`src/verilog/uart_pkg.sv`:
```
// Constants and types shared by the serial port status and control logic
`default_nettype none
package uart_pkg;
	// Register byte offsets on the APB
	localparam logic [7:0] OFF_STATUS = 8'h00;
	localparam logic [7:0] OFF_CTRL1 = 8'h04;
	localparam logic [7:0] OFF_CTRL2 = 8'h08;
	localparam logic [7:0] OFF_CTRL3 = 8'h0c;
	localparam logic [7:0] OFF_DATA = 8'h10;
	localparam logic [7:0] OFF_BAUDH = 8'h14;
	localparam logic [7:0] OFF_BAUDL = 8'h18;
	localparam logic [7:0] OFF_FIFOCTL = 8'h1c;
	localparam logic [7:0] OFF_RXCOUNT = 8'h20;
	// Status register bit positions
	localparam int ST_PERR = 7;
	localparam int ST_NF = 6;
	localparam int ST_FERR = 5;
	localparam int ST_OERR = 4;
	localparam int ST_RIDLE = 3;
	localparam int ST_RXIF = 2;
	localparam int ST_TIDLE = 1;
	localparam int ST_TXIF = 0;
	localparam logic [7:0] STATUS_RESET = 8'h0b;
	localparam logic [7:0] ERR_MASK = 8'hf0;
	// Control register one bit positions
	localparam int CR1_EN = 7;
	localparam int CR1_BNO = 6;
	localparam int CR1_PREN = 5;
	localparam int CR1_PRT = 3;
	localparam int CR1_BRK = 2;
	localparam int CR1_RX8 = 1;
	localparam int CR1_TX8 = 0;
	localparam logic [7:0] CTRL1_RESET = 8'h00;
	// Control register two and three bit positions
	localparam int CR2_TXEN = 7;
	localparam int CR2_RXEN = 6;
	localparam int CR2_RIE = 2;
	localparam logic [7:0] CTRL2_RESET = 8'h00;
	localparam int CR3_SWM = 0;
	// Frame timing in bit periods
	localparam logic [3:0] FRAME_BITS = 4'hc;
	localparam logic [3:0] BREAK_BITS = 4'hd;
	localparam logic [3:0] DATA_BITS_8 = 4'h8;
	localparam logic [3:0] DATA_BITS_9 = 4'h9;
	// Receive buffer
	localparam logic [2:0] FIFO_DEPTH = 3'h4;
	typedef enum logic [1:0] {
		tx_idle = 2'b00,
		tx_shift = 2'b01,
		tx_break = 2'b10
	} tx_state_e;
	typedef enum logic [0:0] {
		rx_idle = 1'b0,
		rx_shift = 1'b1
	} rx_state_e;
endpackage : uart_pkg
`default_nettype wire

```
`src/verilog/uart_rx_store.sv`:
```
// Four entry receive character store with registered read data
`default_nettype none
module uart_rx_store
(
	input wire logic i_mclk, // System clock
	input wire logic i_reset, // Async reset, active high
	input wire logic i_wr, // Write strobe
	input wire logic [1:0] i_waddr, // Write entry
	input wire logic [7:0] i_wdata, // Write character
	input wire logic [1:0] i_raddr, // Read entry
	output logic [7:0] o_rdata // Registered read character
);
	typedef struct packed {
		logic [3:0][7:0] mem;
		logic [7:0] rdata;
	} store_s;
	store_s st;
	store_s next_st;

	// Entry writes and read register
	always_comb
	begin
		next_st = st;
		next_st.rdata = st.mem[i_raddr];
		for (int k = 0; k < 4; k++)
		begin
			if (i_wr && (i_waddr == k[1:0]))
				next_st.mem[k] = i_wdata;
		end
	end

	// State register
	always_ff @(posedge i_mclk or posedge i_reset)
	begin
		if (i_reset)
			st <= '0;
		else
			st <= next_st;
	end

	assign o_rdata = st.rdata;
endmodule : uart_rx_store
`default_nettype wire

```
`src/verilog/uart_status_ctrl.sv`:
```
// Serial port status flags, main control, APB registers and line engines
`default_nettype none
//Contract
// Framing error sets its flag; status read then data access clears it.
// Overrun sets its flag and blocks further receive buffer writes.
// Overrun flag clears only by status read then data access; disable also clears it.
// Receiver idle low from start detection to stop completion, else high.
// Data available sets on transfer when trigger level met; request if enabled.
// Noise, framing, parity flags set in the data available cycle.
// Data available clears after armed status read, data read, buffer empty.
// Transmitter idle sets when empty and nothing sent; line held high.
// Transmitter idle clears by armed data write; not set while queued.
// Transmit empty sets when shifter takes character; armed write clears it.
// Setting transmitter enable also sets transmit empty flag.
// Master enable low floats both pins; high follows mode and enables.
// Disable flushes the buffer and resets the baud counters.
// Disable clears enables, break, flags, count; sets idle and empty.
// Disable aborts transfers; re-enable keeps the held configuration.
// Length bit selects eight or nine bits; ninth bit stored separately.
// With parity the last data position carries parity, not delivered.
// Control one layout: enable, length, parity, type, break, ninth bits.
// Status flags are read only, changed by hardware, clears, disable.
// Parity type: even, odd, forced one, forced zero.
// Break drives line low at least thirteen bits until cleared.
// Noise flag sets with data available, never on overrun.
// Status read arms clearing only of flags seen set in it.
module uart_status_ctrl
(
	input wire logic i_mclk, // System clock, 100 MHz
	input wire logic i_reset, // Async reset, active high
	input wire logic i_psel, // APB select
	input wire logic i_penable, // APB enable
	input wire logic i_pwrite, // APB direction
	input wire logic [7:0] i_paddr, // APB byte address
	input wire logic [31:0] i_pwdata, // APB write data
	output logic [31:0] o_prdata, // APB read data
	output logic o_pready, // APB ready
	output logic o_pslverr, // APB error, unmapped address
	output logic o_tx_pin, // Transmit pin level
	output logic o_tx_pin_oe, // Transmit pin drive enable
	input wire logic i_shared_pin, // Receive or shared pin level
	output logic o_shared_pin, // Shared pin level driven
	output logic o_shared_pin_oe, // Shared pin drive enable
	output logic o_rx_request // Receive data request level
);
	typedef struct packed {
		logic [7:0] cr1;
		logic [7:0] cr2;
		logic swm;
		logic [15:0] brd;
		logic [1:0] trig;
		logic [7:0] sr;
		logic [7:0] armed;
		logic [7:0] prdata;
		logic pslverr;
		logic [7:0] txd;
		logic txfull;
		uart_pkg::tx_state_e txs;
		logic [11:0] txsh;
		logic [3:0] txbits;
		logic [15:0] txcnt;
		logic txline;
		uart_pkg::rx_state_e rxs;
		logic [3:0] rxbits;
		logic [15:0] rxcnt;
		logic [8:0] rxsh;
		logic noise;
		logic early;
		logic sy1;
		logic sy2;
		logic prev;
		logic [1:0] wp;
		logic [1:0] rp;
		logic [2:0] cnt;
	} ctl_s;
	ctl_s st;
	ctl_s next_st;

	logic acc, setup, dis, push, pop, load, hit, perr_b, done, rxif_set;
	logic dwr, en, txon, rxon, bno, pren;
	logic [7:0] rdval, set, clr, rx_byte, mem_rdata;
	logic [8:0] d9, txd9;
	logic [2:0] level;
	logic [3:0] nbits;
	logic [11:0] frame;

	// Parity bit for the selected type
	function automatic logic par_bit(input logic [1:0] t,
		input logic [7:0] d);
		case (t)
			2'b00: par_bit = ^d;
			2'b01: par_bit = ~^d;
			2'b10: par_bit = 1'b1;
			default: par_bit = 1'b0;
		endcase
	endfunction : par_bit

	// Next state of registers, flags and line engines
	always_comb
	begin
		next_st = st;
		set = 8'h00;
		clr = 8'h00;
		push = 1'b0;
		pop = 1'b0;
		load = 1'b0;
		dis = 1'b0;
		done = 1'b0;
		hit = 1'b1;
		rdval = 8'h00;
		acc = i_psel && i_penable;
		setup = i_psel && !i_penable;
		dwr = acc && i_pwrite && (i_paddr == uart_pkg::OFF_DATA);
		en = st.cr1[uart_pkg::CR1_EN];
		bno = st.cr1[uart_pkg::CR1_BNO];
		pren = st.cr1[uart_pkg::CR1_PREN];
		txon = en && st.cr2[uart_pkg::CR2_TXEN];
		rxon = en && st.cr2[uart_pkg::CR2_RXEN];
		nbits = bno ? uart_pkg::DATA_BITS_9 : uart_pkg::DATA_BITS_8;
		case (st.trig)
			2'b00: level = 3'h1;
			2'b01: level = 3'h2;
			default: level = uart_pkg::FIFO_DEPTH;
		endcase
		// Input synchroniser
		next_st.sy1 = i_shared_pin;
		next_st.sy2 = st.sy1;
		next_st.prev = st.sy2;
		// Read data is captured in the setup cycle
		case (i_paddr)
			uart_pkg::OFF_STATUS: rdval = st.sr;
			uart_pkg::OFF_CTRL1: rdval = {st.cr1[7:1], 1'b0};
			uart_pkg::OFF_CTRL2: rdval = st.cr2;
			uart_pkg::OFF_CTRL3: rdval = {7'h00, st.swm};
			uart_pkg::OFF_DATA: rdval = mem_rdata;
			uart_pkg::OFF_BAUDH: rdval = st.brd[15:8];
			uart_pkg::OFF_BAUDL: rdval = st.brd[7:0];
			uart_pkg::OFF_FIFOCTL: rdval = {6'h00, st.trig};
			uart_pkg::OFF_RXCOUNT: rdval = {5'h00, st.cnt};
			default: hit = 1'b0;
		endcase
		if (setup)
		begin
			next_st.prdata = rdval;
			next_st.pslverr = !hit;
		end
		// Register writes in the access cycle
		if (acc && i_pwrite)
		begin
			case (i_paddr)
				uart_pkg::OFF_CTRL1:
				begin
					next_st.cr1 = {i_pwdata[7:2], st.cr1[uart_pkg::CR1_RX8],
						i_pwdata[0]};
					dis = en && !i_pwdata[uart_pkg::CR1_EN];
				end
				uart_pkg::OFF_CTRL2:
				begin
					next_st.cr2 = i_pwdata[7:0];
					if (!st.cr2[uart_pkg::CR2_TXEN] && i_pwdata[uart_pkg::CR2_TXEN])
						set[uart_pkg::ST_TXIF] = 1'b1;
				end
				uart_pkg::OFF_CTRL3: next_st.swm = i_pwdata[uart_pkg::CR3_SWM];
				uart_pkg::OFF_BAUDH: next_st.brd[15:8] = i_pwdata[7:0];
				uart_pkg::OFF_BAUDL: next_st.brd[7:0] = i_pwdata[7:0];
				uart_pkg::OFF_FIFOCTL: next_st.trig = i_pwdata[1:0];
				uart_pkg::OFF_DATA:
				begin
					next_st.txd = i_pwdata[7:0];
					next_st.txfull = 1'b1;
				end
				default: ;
			endcase
		end
		// Status read arms the clear with the flags it returned
		if (acc && !i_pwrite && i_paddr == uart_pkg::OFF_STATUS)
			next_st.armed = st.prdata;
		// Data access clears armed flags
		if (acc && i_paddr == uart_pkg::OFF_DATA)
		begin
			clr = st.armed & uart_pkg::ERR_MASK;
			if (i_pwrite)
			begin
				clr[uart_pkg::ST_TXIF] = st.armed[uart_pkg::ST_TXIF];
				clr[uart_pkg::ST_TIDLE] = st.armed[uart_pkg::ST_TIDLE];
			end
			else
			begin
				pop = (st.cnt != 3'h0);
				if (st.cnt <= 3'h1)
					clr[uart_pkg::ST_RXIF] = st.armed[uart_pkg::ST_RXIF];
			end
			next_st.armed = 8'h00;
		end
		// Transmit frame with optional parity in the last data slot
		txd9 = {st.cr1[uart_pkg::CR1_TX8], st.txd};
		if (pren && bno)
			txd9[8] = par_bit(st.cr1[uart_pkg::CR1_PRT +: 2], txd9[7:0]);
		else if (pren)
			txd9[7] = par_bit(st.cr1[uart_pkg::CR1_PRT +: 2],
				{1'b0, txd9[6:0]});
		frame = bno ? {2'b11, txd9, 1'b0} : {3'b111, txd9[7:0], 1'b0};
		// Transmit engine
		if (!txon)
		begin
			next_st.txs = uart_pkg::tx_idle;
			next_st.txline = 1'b1;
		end
		else
		begin
			if (st.txcnt != 16'h0000)
				next_st.txcnt = st.txcnt - 16'h0001;
			case (st.txs)
				uart_pkg::tx_idle:
				begin
					next_st.txline = 1'b1;
					next_st.txcnt = st.brd;
					next_st.txbits = 4'h1;
					if (st.txfull)
					begin
						load = 1'b1;
						next_st.txfull = dwr;
						set[uart_pkg::ST_TXIF] = 1'b1;
						next_st.txsh = frame;
						next_st.txline = frame[0];
						next_st.txs = uart_pkg::tx_shift;
					end
					else if (st.cr1[uart_pkg::CR1_BRK])
					begin
						next_st.txline = 1'b0;
						next_st.txs = uart_pkg::tx_break;
					end
				end
				uart_pkg::tx_shift:
				begin
					if (st.txcnt == 16'h0000)
					begin
						next_st.txcnt = st.brd;
						if (st.txbits == uart_pkg::FRAME_BITS)
						begin
							next_st.txline = 1'b1;
							next_st.txs = uart_pkg::tx_idle;
						end
						else
						begin
							next_st.txline = st.txsh[1];
							next_st.txsh = {1'b1, st.txsh[11:1]};
							next_st.txbits = st.txbits + 4'h1;
						end
					end
				end
				uart_pkg::tx_break:
				begin
					next_st.txline = 1'b0;
					if (st.txcnt == 16'h0000)
					begin
						next_st.txcnt = st.brd;
						if (st.txbits != uart_pkg::BREAK_BITS)
							next_st.txbits = st.txbits + 4'h1;
						else if (!st.cr1[uart_pkg::CR1_BRK])
						begin
							next_st.txline = 1'b1;
							next_st.txs = uart_pkg::tx_idle;
						end
					end
				end
				default: next_st.txs = uart_pkg::tx_idle;
			endcase
		end
		// Transmitter idle when empty, nothing queued and nothing sent
		if (en && st.txs == uart_pkg::tx_idle && !st.txfull && !dwr &&
			st.sr[uart_pkg::ST_TXIF] && !st.cr1[uart_pkg::CR1_BRK])
			set[uart_pkg::ST_TIDLE] = 1'b1;
		// Receive engine, sampled at mid bit
		d9 = bno ? st.rxsh : {1'b0, st.rxsh[8:1]};
		perr_b = pren && ((bno ? d9[8] : d9[7]) !=
			par_bit(st.cr1[uart_pkg::CR1_PRT +: 2],
			bno ? d9[7:0] : {1'b0, d9[6:0]}));
		rx_byte = (pren && !bno) ? {1'b0, d9[6:0]} : d9[7:0];
		if (!rxon)
		begin
			next_st.rxs = uart_pkg::rx_idle;
			set[uart_pkg::ST_RIDLE] = 1'b1;
		end
		else
		begin
			if (st.rxcnt != 16'h0000)
				next_st.rxcnt = st.rxcnt - 16'h0001;
			if (st.rxcnt == 16'h0001)
				next_st.early = st.sy2;
			case (st.rxs)
				uart_pkg::rx_idle:
				begin
					if (st.prev && !st.sy2)
					begin
						next_st.rxs = uart_pkg::rx_shift;
						next_st.rxcnt = {1'b0, st.brd[15:1]};
						next_st.rxbits = 4'h0;
						next_st.noise = 1'b0;
						clr[uart_pkg::ST_RIDLE] = 1'b1;
					end
				end
				uart_pkg::rx_shift:
				begin
					if (st.rxcnt == 16'h0000)
					begin
						next_st.rxcnt = st.brd;
						next_st.rxbits = st.rxbits + 4'h1;
						if (st.brd != 16'h0000 && st.early != st.sy2)
							next_st.noise = 1'b1;
						if (st.rxbits == 4'h0 && st.sy2)
						begin
							next_st.rxs = uart_pkg::rx_idle;
							set[uart_pkg::ST_RIDLE] = 1'b1;
						end
						else if (st.rxbits != 4'h0 && st.rxbits <= nbits)
							next_st.rxsh = {st.sy2, st.rxsh[8:1]};
						else if (st.rxbits != 4'h0)
						begin
							done = 1'b1;
							next_st.rxs = uart_pkg::rx_idle;
							set[uart_pkg::ST_RIDLE] = 1'b1;
						end
					end
				end
				default: next_st.rxs = uart_pkg::rx_idle;
			endcase
		end
		// Character transfer into the receive buffer
		rxif_set = 1'b0;
		if (done)
		begin
			if (st.sr[uart_pkg::ST_OERR] || st.cnt == uart_pkg::FIFO_DEPTH)
				set[uart_pkg::ST_OERR] = 1'b1;
			else
			begin
				push = 1'b1;
				rxif_set = (st.cnt + 3'h1 - {2'b00, pop}) >= level;
				set[uart_pkg::ST_RXIF] = rxif_set;
				set[uart_pkg::ST_PERR] = perr_b;
				set[uart_pkg::ST_FERR] = !st.sy2;
				set[uart_pkg::ST_NF] = next_st.noise;
				if (bno && !pren)
					next_st.cr1[uart_pkg::CR1_RX8] = d9[8];
			end
		end
		if (push)
			next_st.wp = st.wp + 2'h1;
		if (pop)
			next_st.rp = st.rp + 2'h1;
		next_st.cnt = st.cnt + {2'b00, push} - {2'b00, pop};
		// Flags change only by events, clears and disable; set wins
		next_st.sr = (st.sr & ~clr) | set;
		// Disable aborts transfers and flushes, keeping configuration
		if (dis)
		begin
			next_st.cr2[uart_pkg::CR2_TXEN] = 1'b0;
			next_st.cr2[uart_pkg::CR2_RXEN] = 1'b0;
			next_st.cr1[uart_pkg::CR1_BRK] = 1'b0;
			next_st.sr = uart_pkg::STATUS_RESET;
			next_st.cnt = 3'h0;
			next_st.wp = 2'h0;
			next_st.rp = 2'h0;
			next_st.txfull = 1'b0;
			next_st.txcnt = 16'h0000;
			next_st.rxcnt = 16'h0000;
			next_st.txs = uart_pkg::tx_idle;
			next_st.rxs = uart_pkg::rx_idle;
			next_st.txline = 1'b1;
		end
	end

	// State register
	always_ff @(posedge i_mclk or posedge i_reset)
	begin
		if (i_reset)
		begin
			st <= '0;
			st.cr1 <= uart_pkg::CTRL1_RESET;
			st.cr2 <= uart_pkg::CTRL2_RESET;
			st.sr <= uart_pkg::STATUS_RESET;
			st.txline <= 1'b1;
			st.sy1 <= 1'b1;
			st.sy2 <= 1'b1;
			st.prev <= 1'b1;
		end
		else
			st <= next_st;
	end

	// Receive buffer storage
	uart_rx_store u_store
	(
		.i_mclk(i_mclk),
		.i_reset(i_reset),
		.i_wr(push),
		.i_waddr(st.wp),
		.i_wdata(rx_byte),
		.i_raddr(st.rp),
		.o_rdata(mem_rdata)
	);

	// Outputs; pins float while the port is disabled
	assign o_prdata = {24'h000000, st.prdata};
	assign o_pready = 1'b1;
	assign o_pslverr = st.pslverr;
	assign o_tx_pin = st.txline;
	assign o_tx_pin_oe = txon;
	assign o_shared_pin = st.txline;
	assign o_shared_pin_oe = txon && st.swm &&
		!st.cr2[uart_pkg::CR2_RXEN];
	assign o_rx_request = st.sr[uart_pkg::ST_RXIF] &&
		st.cr2[uart_pkg::CR2_RIE];
endmodule : uart_status_ctrl
`default_nettype wire
```
`config.mk`:
```
export PLATFORM = sky130hd
export DESIGN_NAME = uart_status_ctrl
export DESIGN_NICKNAME = d
export VERILOG_FILES = /design/src/verilog/uart_pkg.sv /design/src/verilog/uart_rx_store.sv /design/src/verilog/uart_status_ctrl.sv
export SDC_FILE = /design/constraint.sdc
export NUM_CORES = 1
export LEC_CHECK = 0
export BUFFER_PORTS_ARGS = -buffer_cell sky130_fd_sc_hd__buf_2
export CAP_MARGIN = 15
export CORE_MARGIN = 1.5
export CORE_UTILIZATION = 55
export DETAILED_ROUTE_END_ITERATION = 8
export PLACE_DENSITY = 0.76
export REMOVE_ABC_BUFFERS = 1
export SLEW_MARGIN = 20
export SYNTH_ARGS = -nofsm -noshare
export SYNTH_HDL_FRONTEND = slang
export SYNTH_SLANG_ARGS = --single-unit
```
`constraint.sdc`:
```
create_clock -name i_mclk -period 5.9 [get_ports i_mclk]
set_input_delay 1.18 -clock i_mclk [delete_from_list [all_inputs] [get_ports i_mclk]]
set_output_delay 1.18 -clock i_mclk [all_outputs]
set_load 0.02 [all_outputs]
```
==> out/results.txt <==
The logs give 0.558 for the initial standard-cell utilization of the core and 0 ns for the summed negative setup slack over all endpoints. For this design, the sink count on the clock tree is 184. The post-synthesis instance total was 989. TritonCTS built the clock tree. Gates resized during post-CTS repair numbered 0. The cell sitting at the root of the clock tree is a clkbuf_16.

The run gives 50 as the number of rows in the core area. Static timing analysis puts the maximum clock frequency at 264 MHz. Once detailed placement completed, the half-perimeter wirelength came to 17000 um.

The pin slew with the least headroom to its limit is 1.05 ns, and the leakage power is 5.12 nW. The final number of max-transition violations came out at 0. Kind of end point of the critical path: a register. The path category of the worst min-delay check was reg2reg.

The overall die height was 140 um; the summed instance area of the synthesized netlist was 0.0104 sq mm. After detailed routing, the number of vias per cell comes to 6.33. Subtracting the final worst setup slack from the clock period gives 3.79 ns.

The count of port buffers added during placement was 35; the initial antenna violation count was 0. The tools report the area occupied by multi-input gates as 0.00529 sq mm. The post-CTS repair timing setup buffer count came out at 0. Summed over all layers, the routed wires come to 24700 um. Commonest non-fill, non-tap cell in the layout: dfrtp_1.

The H-tree was split into 4 levels. After routing the design area is 0.0112 sq mm. The average cell area after synthesis came out at 10.5 sq um. The required time at the endpoint of the critical path was 6.19 ns; the core box area was 0.0186 sq mm. For this design the ratio of total power to cell area is 233 mW/mm^2. Type of the setup path with the least slack: in2reg. The tools report the global placer's final weighted congestion as 0.915.

The register bit count reported by yosys works out to 184. After synthesis, the netlist uses 85 different library cells. Cell type group with the largest total delay on the critical path: simple AND/OR/NAND/NOR gates. The leading register cell type out of synthesis is dfrtp_1. In the final routed layout, each cell accounts on average for 20.0 um. The tools report the count of antenna diodes in the layout as 0.

The number of DRC violations after detailed routing is 0, and the final core area utilization is 0.602. The run gives 5 as the first-pass iteration count of the detailed router. Sequential area share after synthesis: 0.445.

The number of placed instances, taps included, is 1206. After clock tree synthesis, the clock-pin slew on the worst setup and hold paths is 0.07 ns. The flow ran to the end, and the final reports show no timing, DRC or antenna violations.

Counting flops with a built-in enable in the synthesized netlist gives 0. Global routing finished with a remaining overflow of 0. During synthesis, Yosys emitted a total of 0 warnings.

The die boundary width works out to 140 um. Traced cell by cell, the critical path runs through buf_2, nor4_1, nand4b_1, nor2_1, inv_1, ha_1, ha_1, ha_1, a21oi_1, nor2b_1, o21ai_0, a21oi_1. Max-cap violations in this run came to 0. Across the whole layout, storage elements account for 0.00461 sq mm. After filler insertion, the fill cell instance count of the layout stands at 1506. For this design the top-level I/O count stands at 85. After layout, the design draws a total of 2.61 mW. The part of the cycle the worst path needs was 0.643. The clock insertion delay at the later pin of the skew report is 0.45 ns. The via count of the first global-routing pass is 7610, and the largest net degree at the start of global routing is 118. The worst supply voltage drop on vdd was 218 uV. Hold repair after CTS inserted 0 buffers.

The proportion of register bits with asynchronous set or reset after synthesis is 1.00, and the wire length of the first global-routing pass is 40000 um. In this run the register-to-register setup slack is 2.12 ns. The detail route stage leaves a number of antenna-violating nets equal to 0. The slowest stage of the critical path belongs to the cell nor4_1. The maximum fanout count along the critical path works out to 8.

The final non-filler cell total is 1238. In this run the deepest clock path goes through 2 buffers. At the end of the flow, the number of nets in the layout was 1064. After the first detailed-routing iteration, the DRC count stood at 601. The overall via count from detail_route came out at 7840. Leaving out fill and tap cells, the most frequent cells in the layout are dfrtp_1 (177), mux2_2 (83), nand2_1 (80).

The number of hold-slack violations in the final timing report is 0. Share of final-layout standard cells stronger than drive strength 1: 0.196. Element type at the critical path start: an input port. The run gives 4.09 ns as the signal arrival time at the worst endpoint. Among the stages of the critical path, the cell type that occurs most often is ha_1.

The total clock buffers created by CTS came out at 17. The tightest slew margin relative to the limit is 0.296, and the number of failing setup endpoints in the final timing report is 0. For the final database, setup skew stands at 0.0147 ns. The highest cell delay on the worst timing path is 0.65 ns.

Setup repair after global routing left no endpoint under its margin. The tools report the global-route usage over all layers as 0.260. The die covers 0.0197 sq mm.

Summing all placed instances gives a cell area of 0.0105 sq mm. The post-synthesis to final-layout area growth was 7.80%. Counting both buffers and inverters, the worst setup path holds a total of 2.
-- final timing paths --
kind,start,to,cells after the start
hold reg to reg,next_st[8]$_DFF_PP1_,next_st[7]$_DFF_PP1_,0
max in group asynchronous,i_reset,st[50]$_DFFE_PP0P_,3
hold / removal,next_st[8]$_DFF_PP1_,next_st[7]$_DFF_PP1_,0
setup / recovery,i_paddr[1],st[105]$_DFF_PP0_,12
min in group asynchronous,i_reset,u_store.st[12]$_DFFE_PP0P_,2
setup reg to reg,st[30]$_DFFE_PP0P_,st[2]$_DFF_PP0_,11
-- state kept, by name (all words and copies together) (netlist names) --
register	count
bno	1
en	1
next_st	2
o_prdata	8
o_pslverr	1
o_shared_pin	1
pren	1
st	129
u_store.o_rdata	8
u_store.st	32
-- report_power, final --
| part | internal (mW) | switching (mW) | leakage [nW] |
|---|---|---|---|
| Sequential | 1.27 | 0.0188 | 2.48 |
| Combinational | 0.0404 | 0.0922 | 2.35 |
| Clock | 0.651 | 0.531 | 0.296 |
-- stage by stage --
stage          setup WS (ns)  hold slack (ns)
6_report                2.11            0.357
5_1_grt                 1.83            0.366
4_1_cts                 2.20            0.357
3_5_place_dp            1.76            0.347
3_3_place_gp            1.72            0.348
2_1_floorplan         -0.269            0.345
-- metal layers --
layer	vias to the layer above	GRT usage	routed length [um]
met1	3922	0.349	10800
met5	-	0	0
met4	0	0.119	798
met2	257	0.416	11800
li1	3592	-	-
met3	69	0.0424	1250
-- cell families after synthesis --
family          after synthesis  synth area share
compound gates              232             0.157
xor+xnor                     24            0.0256
fa+ha+maj                    27            0.0333
buf+inv                     121            0.0576
flops                       184             0.445
mux                         129             0.146
other cells                   2          0.000724
simple gates                270             0.135
-- synth_stat cells (all sizes together), types with 7 or more instances --
library cell	n	share of area
a211oi	8	0.0058
a21o	15	0.011
a21oi	24	0.012
a221oi	8	0.0068
a22o	13	0.011
a22oi	9	0.0070
a31oi	12	0.0072
and2	8	0.0048
buf	46	0.030
clkbuf	33	0.012
dfrtp	177	0.43
dfstp	7	0.018
ha	26	0.031
inv	42	0.015
mux2	85	0.092
mux2i	35	0.034
mux4	9	0.020
nand2	84	0.033
nand3	22	0.011
nand4	7	0.0057
nor2	67	0.025
nor3	18	0.0087
nor4	20	0.015
o211ai	7	0.0051
o21ai	67	0.033
o221ai	14	0.012
o31ai	13	0.0094
or3	9	0.0059
or4	8	0.0062
xnor2	13	0.011
xor2	7	0.0059
-- area by class of cell --
| type | instances | area share |
|---|---|---|
| clock inverters | 12 | 0.0138 |
| well taps | 234 | 0.0262 |
| repair buffers | 39 | 0.0195 |
| inverters | 42 | 0.0146 |
| clock buffers | 20 | 0.0400 |
| multi-input cells | 707 | 0.473 |
| flip-flops and latches | 184 | 0.413 |
Note: power is estimated with default switching activity, not from simulation.
